===== config.mk =====
export PLATFORM = sky130hd
export DESIGN_NAME = display_memory_bus_glue
export DESIGN_NICKNAME = d
export VERILOG_FILES = /design/src/design/display_memory_bus_glue.v
export VERILOG_INCLUDE_DIRS = /design/src /design/src/design
export SDC_FILE = /design/constraint.sdc
export NUM_CORES = 2
export LEC_CHECK = 0
export BUFFER_PORTS_ARGS = -buffer_cell sky130_fd_sc_hd__buf_2
export CAP_MARGIN = 20
export CORE_ASPECT_RATIO = 1.5
export CORE_MARGIN = 2
export CORE_UTILIZATION = 45
export CTS_BUF_LIST = sky130_fd_sc_hd__clkbuf_8
export DETAILED_ROUTE_END_ITERATION = 12
export HOLD_SLACK_MARGIN = 0.1
export SYNTH_ARGS = -nofsm -noshare
export SYNTH_HDL_FRONTEND = slang
export SYNTH_SLANG_ARGS = --single-unit

===== constraint.sdc =====
create_clock -name clk -period 2.7 [get_ports clk]
set_input_delay 0.54 -clock clk [delete_from_list [all_inputs] [get_ports clk]]
set_output_delay 0.54 -clock clk [all_outputs]
set_load 0.005 [all_outputs]

===== src/design/dmb_glue_regs.vh =====
// Constants for the display memory bus glue block.
// Assumes inclusion by bare name from the design module.
`ifndef DMB_GLUE_REGS_VH
`define DMB_GLUE_REGS_VH

// Host address fields
`define ADDR_HI_W        8
`define ADDR_LO_W        8
`define DEC_MSB          7
`define DEC_LSB          5
`define DISP_ADDR_W      13
// Synchroniser reset: active-low host strobes start idle high
`define SYNC_IDLE        39'h00380000
// Decoded regions on A15..A13
`define DEC_CHAR_RAM     3'h0
`define DEC_SERIAL       3'h1
`define DEC_VIDEO_CTL    3'h2
// Attribute font select field
`define FONT_SEL_MSB     7
`define FONT_SEL_LSB     6
`define FONT_ADDR_W      13
`define FONT_CNT_W       14
`define FONT_LAST        14'h1FFF
// Row buffer
`define ROW_ADDR_W       8
`define ROW_DEPTH        256
// Dot clock oscillators: 0 = 80 columns, 1 = 132 columns
`define COL_MODE_80      1'b0

`endif

===== src/design/display_memory_bus_glue.v =====
// Bus glue between host microcontroller, display RAMs, row buffers,
// font RAM and dot clock oscillators.
// Assumes all host and video controller pins are asynchronous to clk.
// Behaviour
// - Latch low address byte on falling ALE
// - Decode A13-A15 with strobes to enables
// - Program memory enabled only by program strobe
// - Video address held until request and release
// - Route video address to both display RAMs
// - Two 8Kx8 RAMs: characters and attributes
// - Character access also addresses attribute location
// - Row buffers hold row characters and attributes
// - One-character latch feeds character generator
// - Attribute bits select one of four fonts
// - Load font RAM at power-on
// - Column mode selects dot clock oscillator
// - Request precedes grant; grant moves row
`include "dmb_glue_regs.vh"
`timescale 1ns/1ps
`default_nettype none

module display_memory_bus_glue
(
  // Clock and reset
  input  wire        clk,
  input  wire        rstn,
  // Host bus
  input  wire        ale,
  input  wire [7:0]  ad_in,
  input  wire [7:0]  addr_hi,
  input  wire        rd_n,
  input  wire        wr_n,
  input  wire        program_store_enable_n,
  input  wire        column_mode_select,
  input  wire [1:0]  host_font_sel,
  // Video timing controller
  input  wire        video_bus_request,
  input  wire        memory_bus_grant,
  input  wire [12:0] video_addr,
  input  wire        char_clk,
  // Font pattern source for power-on load
  input  wire [7:0]  font_src_data,
  // Display RAM data returned
  input  wire [7:0]  char_ram_rdata,
  input  wire [7:0]  attr_ram_rdata,
  // Decoded enables
  output reg         char_ram_en_ff,
  output reg         serial_en_ff,
  output reg         video_ctl_en_ff,
  output reg         program_mem_en_ff,
  // Display RAM address, shared by character and attribute RAMs
  output reg  [12:0] disp_addr_ff,
  output reg         disp_from_video_ff,
  output reg  [7:0]  addr_lo_ff,
  // Character generator side
  output reg  [7:0]  char_latch_ff,
  output reg  [7:0]  attr_latch_ff,
  output reg  [1:0]  font_sel_ff,
  output reg  [1:0]  host_font_ff,
  // Font RAM load
  output reg         font_we_ff,
  output reg  [12:0] font_addr_ff,
  output reg  [7:0]  font_wdata_ff,
  output reg         font_ready_ff,
  // Oscillator enables
  output reg         osc80_en_ff,
  output reg         osc132_en_ff
);

  // ****************************************
  // Input synchronisers
  // ****************************************
  localparam SW = 39;
  wire [SW-1:0] async_in = {ale, ad_in, addr_hi, rd_n, wr_n,
                            program_store_enable_n, column_mode_select,
                            host_font_sel, video_bus_request,
                            memory_bus_grant, video_addr, char_clk};
  reg  [SW-1:0] sync1_ff;
  reg  [SW-1:0] sync2_ff;
  always @(posedge clk)
  begin
    if (!rstn)
    begin
      // Idle levels, so no false strobe follows reset
      sync1_ff <= `SYNC_IDLE;
      sync2_ff <= `SYNC_IDLE;
    end
    else
    begin
      sync1_ff <= async_in;
      sync2_ff <= sync1_ff;
    end
  end
  wire        s_ale   = sync2_ff[38];
  wire [7:0]  s_ad    = sync2_ff[37:30];
  wire [7:0]  s_ahi   = sync2_ff[29:22];
  wire        s_rd_n  = sync2_ff[21];
  wire        s_wr_n  = sync2_ff[20];
  wire        s_pse_n = sync2_ff[19];
  wire        s_col   = sync2_ff[18];
  wire [1:0]  s_hfont = sync2_ff[17:16];
  wire        s_video_bus_request  = sync2_ff[15];
  wire        s_grant = sync2_ff[14];
  wire [12:0] s_vaddr = sync2_ff[13:1];
  wire        s_cclk  = sync2_ff[0];
  // Upper address needs no latch, low byte comes from the latch
  wire [15:0] host_addr = {s_ahi, addr_lo_ff};

  // ****************************************
  // Address latch and decode
  // ****************************************
  reg        ale_d_ff;
  reg [12:0] vaddr_hold_ff;
  wire       video_owns = s_video_bus_request | s_grant;
  wire [2:0] region = host_addr[15:13];
  wire       strobe = ~s_rd_n | ~s_wr_n;
  always @(posedge clk)
  begin
    if (!rstn)
    begin
      ale_d_ff          <= 1'b0;
      addr_lo_ff        <= 8'h00;
      char_ram_en_ff    <= 1'b0;
      serial_en_ff      <= 1'b0;
      video_ctl_en_ff   <= 1'b0;
      program_mem_en_ff <= 1'b0;
      vaddr_hold_ff     <= 13'h0000;
      disp_addr_ff      <= 13'h0000;
      disp_from_video_ff <= 1'b0;
    end
    else
    begin
      ale_d_ff <= s_ale;
      // Capture on falling ALE, hold while data follows
      if (ale_d_ff && !s_ale)
        addr_lo_ff <= s_ad;
      // Data-space decode, exclusive, off during video ownership
      char_ram_en_ff  <= strobe && !video_owns &&
                         region == `DEC_CHAR_RAM;
      serial_en_ff    <= strobe && !video_owns && region == `DEC_SERIAL;
      video_ctl_en_ff <= strobe && !video_owns &&
                         region == `DEC_VIDEO_CTL;
      // Program memory only from its own strobe
      program_mem_en_ff <= ~s_pse_n;
      // Hold video address while host may still own the bus
      if (!s_video_bus_request)
        vaddr_hold_ff <= s_vaddr;
      // Drive video address only after request and grant
      if (s_video_bus_request && s_grant && !strobe)
      begin
        disp_addr_ff       <= vaddr_hold_ff;
        disp_from_video_ff <= 1'b1;
      end
      else
      begin
        // One address serves both RAMs: 16-bit char+attr word
        disp_addr_ff       <= host_addr[`DISP_ADDR_W-1:0];
        disp_from_video_ff <= 1'b0;
      end
    end
  end

  // ****************************************
  // Row buffers and character latch
  // ****************************************
  reg [7:0] row_char_mem [0:`ROW_DEPTH-1];
  reg [7:0] row_attr_mem [0:`ROW_DEPTH-1];
  reg [7:0] wr_ptr_ff;
  reg [7:0] rd_ptr_ff;
  reg       cclk_d_ff;
  reg       grant_d_ff;
  wire      cclk_rise = s_cclk & ~cclk_d_ff;
  // Fill in display order while grant moves the row
  always @(posedge clk)
  begin
    if (disp_from_video_ff)
    begin
      row_char_mem[wr_ptr_ff] <= char_ram_rdata;
      row_attr_mem[wr_ptr_ff] <= attr_ram_rdata;
    end
  end
  always @(posedge clk)
  begin
    if (!rstn)
    begin
      wr_ptr_ff     <= 8'h00;
      rd_ptr_ff     <= 8'h00;
      cclk_d_ff     <= 1'b0;
      grant_d_ff    <= 1'b0;
      char_latch_ff <= 8'h00;
      attr_latch_ff <= 8'h00;
      font_sel_ff   <= 2'h0;
      host_font_ff  <= 2'h0;
    end
    else
    begin
      cclk_d_ff  <= s_cclk;
      grant_d_ff <= s_grant;
      if (s_grant && !grant_d_ff)
        wr_ptr_ff <= 8'h00;
      else if (disp_from_video_ff)
        wr_ptr_ff <= wr_ptr_ff + 8'h01;
      if (s_grant && !grant_d_ff)
        rd_ptr_ff <= 8'h00;
      else if (cclk_rise)
      begin
        // One character held until the next
        char_latch_ff <= row_char_mem[rd_ptr_ff];
        attr_latch_ff <= row_attr_mem[rd_ptr_ff];
        // Font from attribute bits
        font_sel_ff   <= row_attr_mem[rd_ptr_ff]
                         [`FONT_SEL_MSB:`FONT_SEL_LSB];
        rd_ptr_ff     <= rd_ptr_ff + 8'h01;
      end
      host_font_ff <= s_hfont;
    end
  end

  // ****************************************
  // Power-on font load and oscillator select
  // ****************************************
  reg [13:0] font_cnt_ff;
  always @(posedge clk)
  begin
    if (!rstn)
    begin
      font_cnt_ff   <= 14'h0000;
      font_we_ff    <= 1'b0;
      font_addr_ff  <= 13'h0000;
      font_wdata_ff <= 8'h00;
      font_ready_ff <= 1'b0;
      osc80_en_ff   <= 1'b0;
      osc132_en_ff  <= 1'b0;
    end
    else
    begin
      // Walk every font location once after reset
      if (!font_ready_ff)
      begin
        font_we_ff    <= 1'b1;
        font_addr_ff  <= font_cnt_ff[`FONT_ADDR_W-1:0];
        font_wdata_ff <= font_src_data;
        font_cnt_ff   <= font_cnt_ff + 14'h0001;
        if (font_cnt_ff == `FONT_LAST)
          font_ready_ff <= 1'b1;
      end
      else
        font_we_ff <= 1'b0;
      // Exactly one oscillator enabled out of reset; reset clears both
      osc80_en_ff  <= (s_col == `COL_MODE_80);
      osc132_en_ff <= (s_col != `COL_MODE_80);
    end
  end

endmodule // display_memory_bus_glue

`default_nettype wire


# Word-level counts from Yosys, hierarchy flattened
# Memory sizes are Yosys's and may differ from the RTL's. A register that Yosys moved wholly into a read port is not among the register bits.
# Index checks and enable logic that the tools add are counted.
[totals]
ff_bits = 187
latchBits = 0
ram_bits = 4096
mem_bits_ro = 0
in_bits = 65
out_inout_bits = 71
memories = 2
[mem_list]
columns = ["memory", "words", "width", "read_ports", "rd_clocked_by_memory_dff", "write_ports", "line_no", "source"]
rows = [
  ["row_attr_mem", 256, 8, 1, 1, 1, "display_memory_bus_glue.v:167", "reg [7:0] row_attr_mem [0:`ROW_DEPTH-1];"],
  ["row_char_mem", 256, 8, 1, 1, 1, "display_memory_bus_glue.v:166", "reg [7:0] row_char_mem [0:`ROW_DEPTH-1];"],
]
[op_classes]
n_addsub = 3
multipliers = 0
n_div = 0
n_lt_le_gt_ge = 0
eq_ne = 3
n_shift = 0
n_mux = 9
bitwise_logic = 10
n_reduce_logical = 16
[op_table]
columns = ["operator", "n"]
rows = [
  ["$add 8x1->8 const B", 2],
  ["$mux 8", 2],
  ["$add 14x1->14 const B", 1],
  ["$eq 14x13->1 const B", 1],
  ["$mux 13", 1],
  ["$logic_and 1x1->1", 8],
  ["$not 1->1", 7],
  ["$mux 1", 6],
  ["$logic_not 1->1", 5],
  ["$eq 3x1->1 const B", 1],
  ["$eq 3x2->1 const B", 1],
  ["$logic_not 3->1", 1],
  ["$or 1x1->1", 2],
  ["$reduce_and 2->1", 1],
  ["$reduce_or 2->1", 1],
  ["$and 1x1->1", 1],
]

# Longest topological paths before layout
[depth]
word_depth = 5
depth_mapped = 13
mapped_depth_nobuf = 7

# Worst setup path after synthesis
# No wires, ideal clock.
[synth_timing]
path_kind = "flip-flop to flip-flop"
startpoint = "register with a tool-made name"
endpoint = "register attr_latch_ff[0] (read register of row_attr_mem)"
setup_time_ns = 0.122
t_arrival_ns = 2.790
required_ns = 2.578
path_slack_ns = -0.212
stages_incl_launch_ff = 9
path_buffers = 3
cell_sequence = "dfxtp_1 buf_2 buf_2 buf_1 mux4_2 mux4_2 mux4_2 a21oi_1 nand3_1"
[synth_lines]
columns = ["element", "line_no", "source"]
rows = [
  ["end: declaration", "display_memory_bus_glue.v:57", "output reg [7:0] attr_latch_ff,"],
]

==> results.py <==
metrics = {
    "outcome": {
        "outcome": "finished, violations left",
        "violations": "negative setup slack",
    },
    "detailed_routing": {
        "met1_length_mm": 168,
        "drc": 0,
        "dr.pass1.iters": 5,
        "met2_length_mm": 243,
        "wl_met3_mm": 31.5,
        "avgViaCountPerCell": 5.92,
        "ant_nets": 0,
        "wl_per_cell_um": 33.5,
        "drt_iter0_drc": 9733,
        "via_count": 82700,
        "top_layer": "met5",
        "wirelength_mm": 468,
    },
    "power_and_ir_drop": {
        "p_switching_uw": 26900,
        "ir_drop_v": 0.000420,
        "powerDensity_nw_per_um2": 646,
        "p_sw_frac": 0.214,
        "seq_power_share": 0.580,
        "p_int_uw": 99100,
        "p_leak_uw": 0.0618,
        "power_frac_comb": 0.034,
        "clkPwrFrac": 0.386,
    },
    "synthesis": {
        "syn_avg_cell_area_um2": 22.7,
        "synth-main-ff-cell": "edfxtp_1",
        "synthTopCellsByArea": "edfxtp_1, mux4_2, dfxtp_1",
        "synth_top_area_share": 0.754,
        "syn-num-nets": 7270,
        "netlist_instances": 7199,
        "yosysSeqAreaShare": 0.778,
        "synth_area_leader_cell": "edfxtp_1",
        "synth_edf_count": 4096,
        "ys_warn_count": 0,
        "ys_ff_latch": 4297,
        "netlist_area_um2": 163000,
        "synthArstFlopShare": 0,
        "synth_cell_types": 63,
    },
    "placed_design": {
        "routabilityCongestion": 0.894,
        "placed_cells": 12700,
        "hpwl_mm": 294,
        "dpl_cell_area_um2": 180000,
        "port_buffers": 135,
    },
    "critical_path": {
        "cpMaxStageDelayCell": "mux4_2",
        "arrival_ps": 4370,
        "cp-end-kind": "register",
        "crit_type": "reg -> reg",
        "crit_fanout": 7,
        "path_cells": "buf_6 -> buf_12 -> buf_12 -> clkbuf_16 -> mux4_2 -> mux4_2 -> mux4_2 -> a21oi_4 -> buf_6 -> nand3_2",
        "cp-start-kind": "register",
        "cpMostUsedCell": "mux4_2",
        "max_stage_delay_ps": 590,
        "worst-endpoint-required_ps": 3650,
    },
    "global_routing": {
        "grt_pass1_vias": 86200,
        "grt_max_degree": 120,
        "grt-ovfl-total": 0,
        "antenna_found_initial": 17,
        "gr-usage-all-layers": 0.252,
        "grt_pass1_wl_mm": 651,
    },
    "final_layout": {
        "layout_commonest_cell": "edfxtp_1",
        "drive_above_1_share": 0.369,
        "final_cell_mix": "edfxtp_1, mux4_2, clkbuf_8",
        "syn_to_final_growth_pct": 19.5,
        "stdcell_count": 14000,
        "nets": 8791,
        "nFillCells": 27200,
        "fin_area_um2": 195000,
        "postLayoutCoreUtil": 0.541,
    },
    "floorplanning": {
        "initial_core_util": 0.452,
        "die_h_um": 742,
        "io_pins": 136,
        "core_area_um2": 361000,
        "dieArea_um2": 368000,
        "num_rows": 270,
        "die_width_um": 496,
    },
    "sta": {
        "finalMaxSlewViolations": 0,
        "hold_viol_final": 0,
        "timing.final.crit_share": 1.27,
        "setup_tns_ps": -8570,
        "hold_ws_ps": 209,
        "rsz0062_at_grt": "true",
        "fin_skew_ps": 64.9,
        "tightest_slew_ps": 1150,
        "setup_viol": 16,
        "finalWorstSetupSlack_ps": -720,
        "fin_crit_ps": 3420,
        "max_freq_ghz": 0.292,
        "max_slew_margin": 0.228,
    },
    "clock_tree": {
        "cts-htree-levels": 6,
        "clk_path_buf_depth": 4,
        "clk_pin_slew_worst_paths_ps": 70,
        "clk_latency_ps": 1100,
        "clock_sinks": 4297,
        "cts-root-buf": "clkbuf_8",
        "cts_buffers": 616,
        "cts_tree": "built",
    },
    "run": {
        "cap_violations": 0,
    },
    "hold_path": {
        "hold_class": "in -> reg",
    },
}
[metal layers]
| metal | global-route usage | vias up |
|---|---|---|
| met5 | 0 | - |
| met2 | 0.438 | 3894 |
| met1 | 0.306 | 44400 |
| met4 | 0.122 | 6 |
| li1 | - | 33500 |
| met3 | 0.0389 | 942 |
[power by group through the flow]
stage / registers, µW / logic [µW] / clock network, µW
after floorplan: 74500 / 1730 / 0
after global placement: 74400 / 3790 / 0
after detailed placement: 74400 / 3900 / 0
after CTS: 73000 / 4210 / 49600
after global routing: 73000 / 4550 / 52200
final: 73000 / 4320 / 48700
[area by class of cell]
| class | count | area (µm²) | area share |
|---|---|---|---|
| inverter | 13 | 56.3 | 0.000289 |
| antenna | 4 | 10.0 | 0.0000513 |
| clock inverter | 461 | 2480 | 0.0127 |
| tap | 4760 | 5960 | 0.0305 |
| timing repair buffer | 1309 | 15300 | 0.0783 |
| multi-input combinational | 2483 | 35300 | 0.181 |
| clock buffer | 648 | 8920 | 0.0457 |
| sequential | 4297 | 127000 | 0.651 |
[synth_stat cells, types with 24 or more instances]
cell,number
edfxtp_1,4096
o21ai_0,43
a221oi_1,24
a22oi_1,35
nand3_1,47
o221ai_1,26
buf_2,112
nor2_1,379
mux2i_1,200
a21oi_1,74
nand2_1,128
nor3_1,24
and2_1,87
clkbuf_1,199
buf_1,49
dfxtp_1,201
buf_4,34
mux4_2,1165
o22ai_1,30
nor2b_1,33
[final timing paths]
kind	startpoint	end	slack (ps)	depth (start not counted)
setup / recovery	register	attr_latch_ff[0]	-720	10
hold reg to reg	sync2_ff[19]	program_mem_en_ff	390	1
hold / removal	video_addr[9]	sync1_ff[10]	210	3
setup reg to reg	register	attr_latch_ff[0]	-720	10
[worst max-delay path, delay by kind of cell, from the launching register on]
family | cells | cell delay, ps
mux | 3 | 1670
buf+inv | 5 | 770
compound gates | 1 | 310
simple gates | 1 | 60
flops | 1 | 410
[cell families (layout without fill, tap and decap cells)]
kind of cell	count (synthesis)	after routing	synth area share
compound gates	326	326	0.0137
xor+xnor	23	23	0.00123
fa+ha+maj	6	6	0.000460
buf+inv	419	2431	0.0118
flops	4297	4297	0.778
mux	1384	1384	0.174
other cells	0	4	0
simple gates	744	744	0.0203
[metrics by stage]
step           power [µW]  setup WS [ps]
6_report           126000           -720
3_3_place_gp        78200          -1250
5_1_grt            130000           -717
3_5_place_dp        78300          -1160
4_1_cts            127000           -757
2_1_floorplan       76200           4.30
[flip-flops by register name, summed over array words and instances, names as in the netlist, 13 cells and up, named ones only]
| register | cells |
|---|---|
| vaddr_hold_ff | 13 |
| disp_addr_ff | 13 |
| font_cnt_ff | 14 |
| sync2_ff | 39 |
| row_char_mem | 2048 |
| row_attr_mem | 2048 |
| font_addr_ff | 13 |
| sync1_ff | 39 |
[what timing repair did]
item	4_1_cts	5_1_grt
gates cloned	10	7
pin swaps	47	60
setup buffers	57	57
endpoints found under the hold margin	1108	0
endpoints found under the setup margin	17	16
hold buffers	64	0
gates resized for setup	178	122
(Power assumes the default switching activity.)
